`config.mk`:
```
export PLATFORM = sky130hd
export DESIGN_NAME = acp_device_flat
export DESIGN_NICKNAME = d
export VERILOG_FILES = /design/src/acp_pkg.sv /design/src/acp_if.sv /design/src/acp_device.sv /design/src/flat_wrapper.sv
export SDC_FILE = /design/constraint.sdc
export NUM_CORES = 1
export LEC_CHECK = 0
export ABC_AREA = 1
export CORE_UTILIZATION = 68
export CTS_BUF_LIST = sky130_fd_sc_hd__clkbuf_16
export DETAILED_ROUTE_END_ITERATION = 12
export DONT_BUFFER_PORTS = 1
export GPL_ROUTABILITY_DRIVEN = 0
export PLACE_DENSITY = 0.88
export SYNTH_ARGS = -nofsm -noshare
export SYNTH_HDL_FRONTEND = slang
export SYNTH_SLANG_ARGS = --single-unit
```
`constraint.sdc`:
```
create_clock -name core_clk -period 2.92 [get_ports core_clk]
set_input_delay 0.73 -clock core_clk [delete_from_list [all_inputs] [get_ports core_clk]]
set_output_delay 0.73 -clock core_clk [all_outputs]
set_load 0.01 [all_outputs]
```
`src/acp_pkg.sv`:
```
// Package of shared constants and types for the capacity/power command block
package acp_pkg;
   // Command codes
   localparam logic [7:0] CMD_SET_MAX = 8'hF9;
   localparam logic [7:0] CMD_READ_NATIVE = 8'hF8;
   localparam logic [7:0] CMD_SET_MULT = 8'hC6;
   localparam logic [7:0] CMD_SLEEP_A = 8'h99;
   localparam logic [7:0] CMD_SLEEP_B = 8'hE6;
   localparam logic [7:0] CMD_STBY_A = 8'h96;
   localparam logic [7:0] CMD_STBY_B = 8'hE2;
   localparam logic [7:0] CMD_SMART = 8'hB0;
   // Set max subcommands
   localparam logic [7:0] SMX_OBSOLETE = 8'h00;
   localparam logic [7:0] SMX_SET_PWD = 8'h01;
   localparam logic [7:0] SMX_LOCK = 8'h02;
   localparam logic [7:0] SMX_UNLOCK = 8'h03;
   localparam logic [7:0] SMX_FREEZE = 8'h04;
   // Self-monitoring signature
   localparam logic [7:0] SMART_CYL_HI = 8'hC2;
   localparam logic [7:0] SMART_CYL_LO = 8'h4F;
   // Identify word 82 bit 0
   localparam int IDENT_SMART_WORD = 82;
   localparam int IDENT_SMART_BIT = 0;
   // Drive/head and sector count field positions
   localparam int DH_LBA_BIT = 6;
   localparam int DH_DEV_BIT = 4;
   localparam int SC_VV_BIT = 0;
   // Defaults
   localparam logic [27:0] NATIVE_MAX_DEF = 28'h0FFFFFF;
   localparam logic [7:0] MULT_MAX_DEF = 8'h10;
   // Status bits
   localparam int ST_BSY = 7;
   localparam int ST_DRDY = 6;
   localparam int ST_ERR = 0;
   localparam logic [7:0] ERR_ABRT = 8'h04;
   // Host register map (APB byte addresses)
   localparam logic [7:0] HR_CTRL = 8'h00;
   localparam logic [7:0] HR_TF0 = 8'h04;
   localparam logic [7:0] HR_TF1 = 8'h08;
   localparam logic [7:0] HR_STAT = 8'h0C;
   localparam logic [7:0] HR_ISTAT = 8'h10;
   localparam logic [7:0] HR_IMASK = 8'h14;
   localparam logic [7:0] HR_MAX = 8'h18;
   typedef enum logic [1:0] {
      ACP_IDLE = 2'b00,
      ACP_BUSY = 2'b01,
      ACP_DONE = 2'b11
   } acp_state_t;
endpackage

```
`src/acp_if.sv`:
```
// Task-file link between host controller and device command block
`timescale 1ns/10ps
interface acp_if;
   logic cmd_valid;
   logic [7:0] cmd;
   logic [7:0] features;
   logic [7:0] sec_count;
   logic [7:0] sec_num;
   logic [7:0] cyl_lo;
   logic [7:0] cyl_hi;
   logic [7:0] drv_head;
   logic [7:0] status;
   logic [7:0] error;
   logic [27:0] max_addr;
   logic intrq;
   logic sleeping;
   modport device (input cmd_valid, cmd, features, sec_count, sec_num,
      cyl_lo, cyl_hi, drv_head, output status, error, max_addr, intrq,
      sleeping);
   modport host (output cmd_valid, cmd, features, sec_count, sec_num,
      cyl_lo, cyl_hi, drv_head, input status, error, max_addr, intrq,
      sleeping);
endinterface

```
`src/acp_device.sv`:
```
// Device end: decodes and executes capacity and power task-file commands
//
// Summary of operation
// - F9h loads max address from task file
// - Host sets address-type bit for LBA
// - Host sets drive-select bit to target
// - Set max needs ready and prior F8h
// - Volatile bit chooses reset-surviving maximum
// - Feature register selects set max subcommand
// - Abort repeat non-volatile set max after reset
// - C6h sets busy, checks sector count
// - Valid block size stored, multiple enabled
// - Unsupported block size aborts, disables multiple
// - Zero block size disables multiple
// - Multiple disabled after power-on
// - 99h/E6h sleep, interrupt immediately
// - 96h/E2h standby, interrupt immediately
// - Any new command wakes device
// - Host loads self-monitoring signature and feature
// - Identify word 82 bit 0 reports support
`timescale 1ns/10ps
module acp_device (
   input wire logic core_clk,
   input wire logic resetn,
   input wire logic clk_en,
   acp_if.device tf,
   input wire logic [27:0] nv_max_in,
   input wire logic nv_max_valid,
   output logic nv_max_we,
   output logic [27:0] nv_max_out,
   output logic mult_enabled,
   output logic [7:0] mult_count,
   output logic pwd_set,
   output logic max_locked,
   output logic max_frozen,
   output logic smart_req,
   output logic [7:0] smart_sub,
   output logic [15:0] ident_word82,
   input wire logic [7:0] smart_status
);
   // --------------------------------------------------------------
   // Command decode
   // --------------------------------------------------------------
   function automatic logic is_pair(logic [7:0] c, logic [7:0] a,
      logic [7:0] b);
      return (c == a) || (c == b);
   endfunction
   acp_pkg::acp_state_t state_q;
   logic [27:0] max_q;
   logic read_native_q;
   logic nv_set_q;
   logic sleep_q;
   logic err_q;
   logic intrq_q;
   logic loaded_q;
   logic [7:0] cmd_q;
   logic [7:0] feat_q;
   logic [7:0] sc_q;
   logic [7:0] chi_q;
   logic [7:0] clo_q;
   logic [7:0] sn_q;
   logic [7:0] dh_q;
   wire take = clk_en && tf.cmd_valid && state_q == acp_pkg::ACP_IDLE;
   wire c_setmax = cmd_q == acp_pkg::CMD_SET_MAX;
   wire c_native = cmd_q == acp_pkg::CMD_READ_NATIVE;
   wire c_mult = cmd_q == acp_pkg::CMD_SET_MULT;
   wire c_sleep = is_pair(cmd_q, acp_pkg::CMD_SLEEP_A,
      acp_pkg::CMD_SLEEP_B);
   wire c_stby = is_pair(cmd_q, acp_pkg::CMD_STBY_A, acp_pkg::CMD_STBY_B);
   wire c_smart = cmd_q == acp_pkg::CMD_SMART;
   wire vv = sc_q[acp_pkg::SC_VV_BIT];
   wire [27:0] new_max = {dh_q[3:0], chi_q, clo_q, sn_q};
   wire sub_addr = feat_q == acp_pkg::SMX_OBSOLETE;
   wire sub_pwd = feat_q == acp_pkg::SMX_SET_PWD;
   wire sub_lock = feat_q == acp_pkg::SMX_LOCK;
   wire sub_unlk = feat_q == acp_pkg::SMX_UNLOCK;
   wire sub_frz = feat_q == acp_pkg::SMX_FREEZE;
   wire sub_bad = feat_q > acp_pkg::SMX_FREEZE;
   // Ready prerequisite and native read directly before
   wire seq_ok = read_native_q && loaded_q;
   // Second non-volatile set since reset is refused
   wire nv_again = sub_addr && vv && nv_set_q;
   wire lock_blk = max_frozen || (max_locked && !sub_unlk);
   wire sm_abort = !seq_ok || sub_bad || nv_again || lock_blk ||
      (sub_unlk && max_frozen);
   // Supported counts: powers of two up to the default maximum
   wire mult_pow2 = (sc_q & (sc_q - 8'h01)) == 8'h00;
   wire mult_ok = sc_q != 8'h00 && mult_pow2 &&
      sc_q <= acp_pkg::MULT_MAX_DEF;
   wire smart_sig = chi_q == acp_pkg::SMART_CYL_HI &&
      clo_q == acp_pkg::SMART_CYL_LO;
   wire abort = (c_setmax && sm_abort) || (c_mult && sc_q != 8'h00 &&
      !mult_ok) || (c_smart && !smart_sig);
   // --------------------------------------------------------------
   // Capture and sequencing
   // --------------------------------------------------------------
   always_ff @(posedge core_clk or negedge resetn) begin
      if (!resetn) begin
         state_q <= acp_pkg::ACP_IDLE;
         cmd_q <= 8'h00;
         feat_q <= 8'h00;
         sc_q <= 8'h00;
         chi_q <= 8'h00;
         clo_q <= 8'h00;
         sn_q <= 8'h00;
         dh_q <= 8'h00;
      end else if (clk_en) begin
         unique case (state_q)
            acp_pkg::ACP_IDLE: begin
               if (take) begin
                  state_q <= acp_pkg::ACP_BUSY;
                  cmd_q <= tf.cmd;
                  feat_q <= tf.features;
                  sc_q <= tf.sec_count;
                  chi_q <= tf.cyl_hi;
                  clo_q <= tf.cyl_lo;
                  sn_q <= tf.sec_num;
                  dh_q <= tf.drv_head;
               end
            end
            acp_pkg::ACP_BUSY: state_q <= acp_pkg::ACP_DONE;
            acp_pkg::ACP_DONE: state_q <= acp_pkg::ACP_IDLE;
         endcase
      end
   end
   wire exec = clk_en && state_q == acp_pkg::ACP_BUSY;
   // --------------------------------------------------------------
   // Execution
   // --------------------------------------------------------------
   always_ff @(posedge core_clk or negedge resetn) begin
      if (!resetn) begin
         max_q <= acp_pkg::NATIVE_MAX_DEF;
         loaded_q <= 1'b0;
         read_native_q <= 1'b0;
         nv_set_q <= 1'b0;
         sleep_q <= 1'b0;
         err_q <= 1'b0;
         intrq_q <= 1'b0;
         mult_enabled <= 1'b0;
         mult_count <= 8'h00;
         pwd_set <= 1'b0;
         max_locked <= 1'b0;
         max_frozen <= 1'b0;
         smart_req <= 1'b0;
         smart_sub <= 8'h00;
         nv_max_we <= 1'b0;
         nv_max_out <= 28'h0000000;
      end else if (clk_en) begin
         smart_req <= 1'b0;
         nv_max_we <= 1'b0;
         // Revert to stored non-volatile maximum once after reset
         if (!loaded_q) begin
            loaded_q <= 1'b1;
         end
         if (!loaded_q && nv_max_valid) begin
            max_q <= nv_max_in;
         end
         if (take) begin
            sleep_q <= 1'b0;
            intrq_q <= 1'b0;
         end
         if (exec) begin
            err_q <= abort;
            intrq_q <= 1'b1;
            read_native_q <= c_native;
            if (c_sleep || c_stby) begin
               sleep_q <= 1'b1;
            end
            if (c_setmax && !sm_abort) begin
               if (sub_addr) begin
                  max_q <= new_max;
                  if (vv) begin
                     nv_set_q <= 1'b1;
                     nv_max_we <= 1'b1;
                     nv_max_out <= new_max;
                  end
               end
               if (sub_pwd) begin
                  pwd_set <= 1'b1;
               end
               if (sub_lock) begin
                  max_locked <= 1'b1;
               end
               if (sub_unlk) begin
                  max_locked <= 1'b0;
               end
               if (sub_frz) begin
                  max_frozen <= 1'b1;
               end
            end
            if (c_mult) begin
               mult_enabled <= mult_ok;
               if (mult_ok) begin
                  mult_count <= sc_q;
               end
            end
            if (c_smart && smart_sig) begin
               smart_req <= 1'b1;
               smart_sub <= feat_q;
            end
         end
      end
   end
   // --------------------------------------------------------------
   // Task-file outputs
   // --------------------------------------------------------------
   assign tf.status = {state_q != acp_pkg::ACP_IDLE, loaded_q, 5'b00000,
      err_q};
   assign tf.error = err_q ? acp_pkg::ERR_ABRT : 8'h00;
   assign tf.max_addr = max_q;
   assign tf.intrq = intrq_q;
   assign tf.sleeping = sleep_q;
   assign ident_word82 = 16'(1) << acp_pkg::IDENT_SMART_BIT;
endmodule

```
`src/flat_wrapper.sv`:
```
// flat-port wrapper written by rule: the top's interface ports become plain ports
module acp_device_flat 
  (core_clk, resetn, clk_en, nv_max_in, nv_max_valid, nv_max_we, nv_max_out, mult_enabled, mult_count, pwd_set, max_locked, max_frozen, smart_req, smart_sub, ident_word82, smart_status, tf_cmd_valid, tf_cmd, tf_features, tf_sec_count, tf_sec_num, tf_cyl_lo, tf_cyl_hi, tf_drv_head, tf_status, tf_error, tf_max_addr, tf_intrq, tf_sleeping);
  acp_if tf_i ();
  input wire logic core_clk;
  input wire logic resetn;
  input wire logic clk_en;
  input wire logic [27:0] nv_max_in;
  input wire logic nv_max_valid;
  output logic nv_max_we;
  output logic [27:0] nv_max_out;
  output logic mult_enabled;
  output logic [7:0] mult_count;
  output logic pwd_set;
  output logic max_locked;
  output logic max_frozen;
  output logic smart_req;
  output logic [7:0] smart_sub;
  output logic [15:0] ident_word82;
  input wire logic [7:0] smart_status;
  input wire logic [$bits(tf_i.cmd_valid)-1:0] tf_cmd_valid;
  input wire logic [$bits(tf_i.cmd)-1:0] tf_cmd;
  input wire logic [$bits(tf_i.features)-1:0] tf_features;
  input wire logic [$bits(tf_i.sec_count)-1:0] tf_sec_count;
  input wire logic [$bits(tf_i.sec_num)-1:0] tf_sec_num;
  input wire logic [$bits(tf_i.cyl_lo)-1:0] tf_cyl_lo;
  input wire logic [$bits(tf_i.cyl_hi)-1:0] tf_cyl_hi;
  input wire logic [$bits(tf_i.drv_head)-1:0] tf_drv_head;
  output wire logic [$bits(tf_i.status)-1:0] tf_status;
  output wire logic [$bits(tf_i.error)-1:0] tf_error;
  output wire logic [$bits(tf_i.max_addr)-1:0] tf_max_addr;
  output wire logic [$bits(tf_i.intrq)-1:0] tf_intrq;
  output wire logic [$bits(tf_i.sleeping)-1:0] tf_sleeping;
  assign tf_i.cmd_valid = tf_cmd_valid;
  assign tf_i.cmd = tf_cmd;
  assign tf_i.features = tf_features;
  assign tf_i.sec_count = tf_sec_count;
  assign tf_i.sec_num = tf_sec_num;
  assign tf_i.cyl_lo = tf_cyl_lo;
  assign tf_i.cyl_hi = tf_cyl_hi;
  assign tf_i.drv_head = tf_drv_head;
  assign tf_status = tf_i.status;
  assign tf_error = tf_i.error;
  assign tf_max_addr = tf_i.max_addr;
  assign tf_intrq = tf_i.intrq;
  assign tf_sleeping = tf_i.sleeping;
  acp_device u_core (.core_clk(core_clk), .resetn(resetn), .clk_en(clk_en), .tf(tf_i), .nv_max_in(nv_max_in), .nv_max_valid(nv_max_valid), .nv_max_we(nv_max_we), .nv_max_out(nv_max_out), .mult_enabled(mult_enabled), .mult_count(mult_count), .pwd_set(pwd_set), .max_locked(max_locked), .max_frozen(max_frozen), .smart_req(smart_req), .smart_sub(smart_sub), .ident_word82(ident_word82), .smart_status(smart_status));
endmodule
```
After elaboration in Yosys (flattened, before gate mapping). Cells that the tools add are included.

$add $sub $neg: 1. Order comparisons: 2. Eq/ne operators: 17. Multiplexer cells: 20. Bitwise logic cells: 1. Reductions and logical operators: 52.

Operators by type and width (count): 2-to-1 mux 28 bit (4); == test 8 bit (second input constant) (9); logical AND 1 bit (18); == test 8 x 2 -> 1 bit (second input constant) (2); logical NOT 8 bit (2); AND reduction 4 bit (4); 2-to-1 mux 1 bit (13); logical OR 1 bit (10); AND reduction 3 bit (3); bitwise AND 8 bit (1); == test 8 x 1 -> 1 bit (second input constant) (1); == test 8 x 3 -> 1 bit (second input constant) (1); == test 8 x 7 -> 1 bit (second input constant) (1); > comparator 8 x 3 -> 1 bit (second input constant) (1); less-or-equal comparator 8 x 5 -> 1 bit (second input constant) (1); nonzero test 8 bit (1); subtractor 8 x 1 -> 8 bit (second input constant) (1); logical NOT 1 bit (6); case mux 2 bit (3 select lines) (1); AND reduction 2 bit (3); nonzero test 2 bit (3); AND reduction 5 bit (1); 2-to-1 mux 3 bit (1); == test 2 x 1 -> 1 bit (second input constant) (1); 4 further kinds (4).

Flip-flop bits (word level): 138. Output and inout bits: 112.

Depth between registers and ports, before layout. Gate-level depths: netlist (run 1).

Depth in word-level cells: 10. Depth in mapped cells: 13. Depth with buffers taken out: 11.

Worst setup path before layout (run 1). No wires, ideal clock.

Kind: input to register. Start point: in clk_en. End point: reg u_core.max_q[24], in the netlist u_core.tf.max_addr[24]. Setup time: 0.118 ns. Data arrival time: 1.977 ns. Required time: 2.802 ns. Slack: 0.825 ns. Stages on the path: 10. Buffers on the path: 3. Cells stage by stage: buf_2 > inv_2 > nor3_4 > inv_2 > nor3_4 > buf_2 > buf_4 > nand4_1 > nand3_1 > nand2_1.

Word-level cells in the longest chain between the ends: 2.

Ends and longest elaborated chain: from (decl) (line flat_wrapper.sv:7) `input wire logic clk_en;`; logical AND 1 bit (line acp_device.sv:126) `wire exec = clk_en && state_q == acp_pkg::ACP_BUSY;`; 2-to-1 mux 28 bit (line acp_device.sv:162) `if (exec) begin`; to (signal assigned) (line acp_device.sv:132) `max_q <= acp_pkg::NATIVE_MAX_DEF;`; to (signal assigned) (line acp_device.sv:156) `max_q <= nv_max_in;`; to (signal assigned) (line acp_device.sv:171) `max_q <= new_max;`; to (decl) (line acp_device.sv:49) `logic [27:0] max_q;`.

Parallel ways exist; a longest one is shown, timed or not. A chain may end at the register's enable or synchronous reset.

Worst setup path after layout (run 1).
Start point: reg u_core.feat_q[5]. End point: reg u_core.max_q[14], in the netlist u_core.tf.max_addr[14].

Word-level cells in the longest chain between the ends: 10. Elaborated cells between the ends (all ways): 18.

Ends and longest elaborated chain: from (decl) (line acp_device.sv:57) `logic [7:0] feat_q;`; from (signal assigned) (line acp_device.sv:113) `feat_q <= tf.features;`; branches (longest 8 deep; another with > comparator 8 x 3 -> 1 bit); 2-to-1 mux 28 bit * (line acp_device.sv:169) `if (c_setmax && !sm_abort) begin`; 2-to-1 mux 28 bit * (line acp_device.sv:162).

Every way passes the cells marked *.

==> impl_metrics.py, run 1 <==
metrics = {
    "global_routing": {
        "grt_max_degree": 139,
        "track_usage": 0.324,
        "grt_first_pass_wirelength_um": 25100,
        "grt_overflow": 0,
        "first_global_vias": 5232,
        "antenna_found_initial": 0,
    },
    "setup_path": {
        "path_class": "reg -> reg",
        "worstRegToRegCells": 11,
        "critPathTopFamily": "simple AND/OR/NAND/NOR gates",
        "crit_end": "u_core.tf.max_addr[14]",
        "crit_chain": "nor2_1, nand2_1, inv_1, nand2_1, nand2_1, nand3_1, nor2_2, buf_4, nand4_1, nand3_1, nand2_1",
        "crit_required_ns": 3.26,
        "cpPeakStageDelay_ns": 0.42,
        "cp.arrival_ns": 2.61,
        "worst-path-max-fanout": 19,
        "crit_start": "u_core.feat_q[5]",
        "cp.depth": 11,
        "cp-end-kind": "flop",
        "cpMaxStageDelayCell": "nor2_2",
        "r2r_start": "u_core.feat_q[5]",
        "timing.rr.end": "u_core.tf.max_addr[14]",
        "reg2reg_slack_ns": 0.64,
        "crit_top_cell": "nand2_1",
        "worst-path-buf-inv": 2,
        "crit_path_start_kind": "flop",
    },
    "clocking": {
        "cts_tree": "built",
        "clock-root-buffer": "clkbuf_16",
        "cts_htree_levels": 4,
        "insertion_delay_ns": 0.40,
        "cts_setup_buffers": 0,
        "clkSinkCount": 138,
        "path_clk_slew_ns": 0.06,
        "clk_path_buf_depth": 2,
        "cts_resized": 0,
        "numCtsBuffers": 17,
    },
    "sta": {
        "fin_ws_ns": 0.645,
        "worstMarginPinSlew_ns": 0.712,
        "fin_crit_ns": 2.28,
        "skew_ns": 0.0114,
        "period_share": 0.779,
        "max_freq_ghz": 0.440,
        "rsz0062_at_grt": "false",
        "setup_violations": 0,
        "fin_tns_setup_ns": 0,
        "relSlewSlack": 0.524,
        "final_max_slew_viol_count": 0,
        "finalHoldViolCount": 0,
    },
    "layout": {
        "fin_nets": 882,
        "syn2layout_area_growth_pct": 9.48,
        "fin_area_um2": 7280,
        "layout-drive-gt1-share": 0.134,
        "final_util": 0.777,
        "diodes": 0,
        "n_fill_cell": 635,
    },
    "drt": {
        "dr.pass1.iters": 6,
        "route.vias.total": 5272,
        "vias_per_cell": 5.69,
        "drtIter0Drc": 310,
        "drc": 0,
        "ant_nets": 0,
        "wl_per_cell_um": 17.1,
        "wl_um": 15800,
    },
    "run_status": {
        "status": "completed",
    },
    "synth": {
        "syn-cell-area_um2": 6650,
        "synth_top_flop_cell": "dfrtp_1",
        "synth_enable_flop_cells": 0,
        "synthDistinctLibCells": 25,
        "avgSynthCellArea_um2": 8.38,
        "synth-seq-cells": 138,
        "syn-instance-count": 794,
        "synthArstFlopShare": 1.00,
        "ys_seq_area_frac": 0.524,
        "ys_warn_count": 0,
    },
    "placement": {
        "numPortBuffers": 0,
        "dpl_cell_area_um2": 6600,
        "pre_cts_slack_ns": 0.619,
        "hpwl_um": 10400,
    },
    "hold_path": {
        "hold_class": "in -> async",
    },
    "floorplanning": {
        "pin_count": 209,
        "fp-row-count": 35,
        "dieHeight_um": 101,
        "initial_core_util": 0.710,
        "fp.dieW_um": 101,
        "die_area_um2": 10200,
        "core_um2": 9370,
    },
    "power_and_ir_drop": {
        "p_per_area_nw_per_um2": 798,
        "p_leak_nw": 3.87,
        "vdd_drop_max_mv": 0.459,
    },
    "flow_run": {
        "cap_viol_max_count": 0,
    },
}
[per-layer routing]
metal | vias up | wire length, um | global-route usage
li1 | 2446 | - | -
met1 | 2513 | 6090 | 0.396
met2 | 269 | 7840 | 0.537
met3 | 44 | 1480 | 0.0943
met4 | 0 | 416 | 0.143
met5 | - | 0 | 0
[cell usage in the layout (no fill, tap or decap), drive strengths merged, types with 10 or more instances in the layout]
master	n
nand2	227
dfrtp	114
inv	94
nor2	72
a21oi	48
nand3	41
nand4	36
mux2	36
conb	28
dfstp	24
clkbuf	17
o21ai	16
nor3	11
buf	10
[cell usage after synthesis, types with 9 or more instances]
cell / n / area, um^2
nor2_1: 72 / 270
dfstp_2: 24 / 631
mux2_2: 36 / 405
clkbuf_1: 19 / 71.3
nor3_1: 9 / 45.0
inv_1: 90 / 338
o21ai_0: 16 / 80.1
buf_4: 36 / 270
nand4_1: 36 / 225
a21oi_1: 48 / 240
nand2_1: 227 / 852
buf_2: 11 / 55.1
nand3_1: 40 / 200
dfrtp_1: 114 / 2850
[where the power goes]
part	internal, mW	total (mW)	switching (mW)
logic	0.292	0.900	0.607
registers	2.32	2.62	0.305
clock network	1.50	2.29	0.790
[area by class of cell]
type | instances | area, um^2 | area share
flip-flops and latches | 138 | 3480 | 0.478
clock inverters | 15 | 206 | 0.0283
inverters | 92 | 345 | 0.0474
well taps | 129 | 161 | 0.0222
clock buffers | 17 | 425 | 0.0584
repair buffers | 15 | 138 | 0.0189
multi-input cells | 521 | 2520 | 0.347
[how the worst min path moves through the flow]
stage,cells past startpoint,endpoint,from
after global routing,0,u_core.cmd_q[5],resetn
after floorplan,0,u_core.chi_q[0],resetn
final,0,u_core.mult_count[6],resetn
after detailed placement,0,u_core.mult_enabled,resetn
after global placement,0,u_core.mult_enabled,resetn
after CTS,0,u_core.mult_enabled,resetn
[cell families (layout without fill, tap and decap cells)]
group	after synthesis	count (layout)	share of synthesized area
mux	36	36	0.0609
simple gates	389	389	0.248
buf+inv	161	139	0.114
flops	138	138	0.524
compound gates	68	68	0.0523
other cells	2	28	0.00113
[stage by stage]
step	power (mW)	std cells	hold WS, ns
2_1_floorplan	3.28	820	0.434
3_3_place_gp	3.40	890	0.438
3_5_place_dp	3.49	890	0.437
4_1_cts	5.81	922	0.00143
5_1_grt	6.10	927	0.00301
6_report	5.81	927	0.0240
[repair_timing]
item,4_1_cts,5_1_grt
endpoints found under the setup margin,0,0
endpoints found under the hold margin,0,2
hold buffers,0,5
No activity file was read; power rests on OpenSTA's default activity.
==> run 2, diff against run 1 <==
CORE_UTILIZATION = 64   (was 68)
PLACE_DENSITY = 0.84   (was 0.88)
clock period = 2.15 ns   (was 2.92 ns; I/O delays follow)
==> impl_metrics.py, run 2 (synthesized netlist as in run 1, its figures left out) <==
metrics = {
    "setup_path": {
        "worstRegToRegCells": 7,
        "path_class": "reg -> reg",
        "r2r_start": "u_core.state_q[1]",
        "crit_path_start_kind": "flop",
        "reg2reg_slack_ns": 0.22,
        "cp.arrival_ns": 2.23,
        "cp-end-kind": "flop",
        "crit_required_ns": 2.46,
        "timing.rr.end": "u_core.tf.max_addr[26]",
        "worst-path-max-fanout": 20,
    },
    "power_and_ir_drop": {
        "vdd_drop_max_mv": 0.709,
        "switchingPower_mw": 2.27,
        "p_per_area_nw_per_um2": 1060,
        "p_leak_nw": 3.87,
        "power.internal_mw": 5.46,
        "finalPower_mw": 7.72,
        "p_sw_frac": 0.294,
        "power_frac_comb": 0.155,
        "seqPwrFrac": 0.459,
        "power.share.clock": 0.386,
    },
    "global_routing": {
        "grt_max_degree": 139,
        "antenna_found_initial": 0,
        "first_global_vias": 5150,
        "grt_overflow": 0,
        "track_usage": 0.301,
        "grt_first_pass_wirelength_um": 25200,
    },
    "drt": {
        "wl_met3_um": 1330,
        "highest_layer": "met4",
        "wl_um": 15700,
        "wirelength_met1_um": 6260,
        "wl_per_cell_um": 16.9,
        "drc": 0,
        "ant_nets": 0,
        "drtIter0Drc": 384,
        "route.vias.total": 5200,
        "dr_wl_met2_um": 7720,
        "vias_per_cell": 5.60,
        "dr.pass1.iters": 5,
    },
    "clocking": {
        "path_clk_slew_ns": 0.06,
        "clock-root-buffer": "clkbuf_16",
        "cts_htree_levels": 4,
        "cts_tree": "built",
        "clkSinkCount": 138,
        "cts_setup_buffers": 0,
        "numCtsBuffers": 17,
        "clk_path_buf_depth": 2,
        "insertion_delay_ns": 0.41,
        "cts_resized": 0,
    },
    "placement": {
        "numPortBuffers": 0,
        "hpwl_um": 10500,
        "dp_cells": 897,
        "dpl_cell_area_um2": 6690,
        "pre_cts_slack_ns": 0.206,
    },
    "layout": {
        "final_util": 0.737,
        "fin_area_um2": 7300,
        "final_cells": 929,
        "final_cell_mix": "nand2_1 (227), dfrtp_1 (114), inv_1 (90)",
        "layout-drive-gt1-share": 0.138,
        "multi_input_area_um2": 2520,
        "fin_nets": 880,
        "final_common_cell": "nand2_1",
        "diodes": 0,
        "seq_area_um2": 3480,
        "n_fill_cell": 741,
        "syn2layout_area_growth_pct": 9.70,
    },
    "sta": {
        "setup_violations": 0,
        "finalHoldViolCount": 114,
        "final_max_slew_viol_count": 0,
        "rsz0062_at_grt": "false",
        "fin_crit_ns": 1.93,
        "fin_tns_setup_ns": 0,
        "max_freq_ghz": 0.519,
        "skew_ns": 0.00953,
        "fin_ws_ns": 0.224,
        "period_share": 0.896,
        "fin_hold_ws_ns": -0.181,
    },
    "floorplanning": {
        "core_um2": 9910,
        "fp-row-count": 36,
        "fp.dieW_um": 104,
        "initial_core_util": 0.671,
        "dieHeight_um": 104,
        "pin_count": 209,
        "die_area_um2": 10800,
    },
    "flow_run": {
        "cap_viol_max_count": 0,
    },
    "run_status": {
        "violations": "hold timing",
        "status": "complete, but fails checks",
    },
    "hold_path": {
        "hold_class": "in -> async",
    },
}
[run 2: layer usage]
layer / up-vias / track usage
li1: 2441 / -
met1: 2474 / 0.382
met2: 251 / 0.490
met3: 34 / 0.0896
met4: 0 / 0.110
met5: - / 0
[run 2: final cells by class]
type	count	share of cell area
clock buffer	17	0.0583
clock inverter	15	0.0249
tap	133	0.0228
timing repair buffer	13	0.0237
sequential	138	0.477
inverter	92	0.0473
multi-input combinational	521	0.346
[run 2: worst max-delay path by stage]
stage / from / end / depth (start not counted)
2_1_floorplan: clk_en / u_core.tf.max_addr[24] / 10
3_3_place_gp: clk_en / u_core.tf.max_addr[24] / 8
3_5_place_dp: clk_en / u_core.tf.max_addr[24] / 8
4_1_cts: u_core.state_q[1] / u_core.tf.max_addr[24] / 7
5_1_grt: u_core.state_q[1] / u_core.mult_count[3] / 7
6_report: u_core.state_q[1] / u_core.tf.max_addr[26] / 7
[run 2: critical path, stage by stage, from the launching register on]
cell     delay [ns]
dfrtp_1        0.45
nor3_4         0.33
inv_2          0.15
nor3_4         0.25
buf_4          0.32
nand4_1        0.15
nand3_1        0.11
nand2_1        0.05
[run 2: power groups by stage]
stage	clock [mW]	combinational [mW]	sequential [mW]
final	2.98	1.19	3.55
after global routing	3.14	1.33	3.61
after CTS	3.02	1.19	3.54
after detailed placement	0	1.17	3.58
after global placement	0	1.10	3.54
after floorplan	0	0.989	3.46
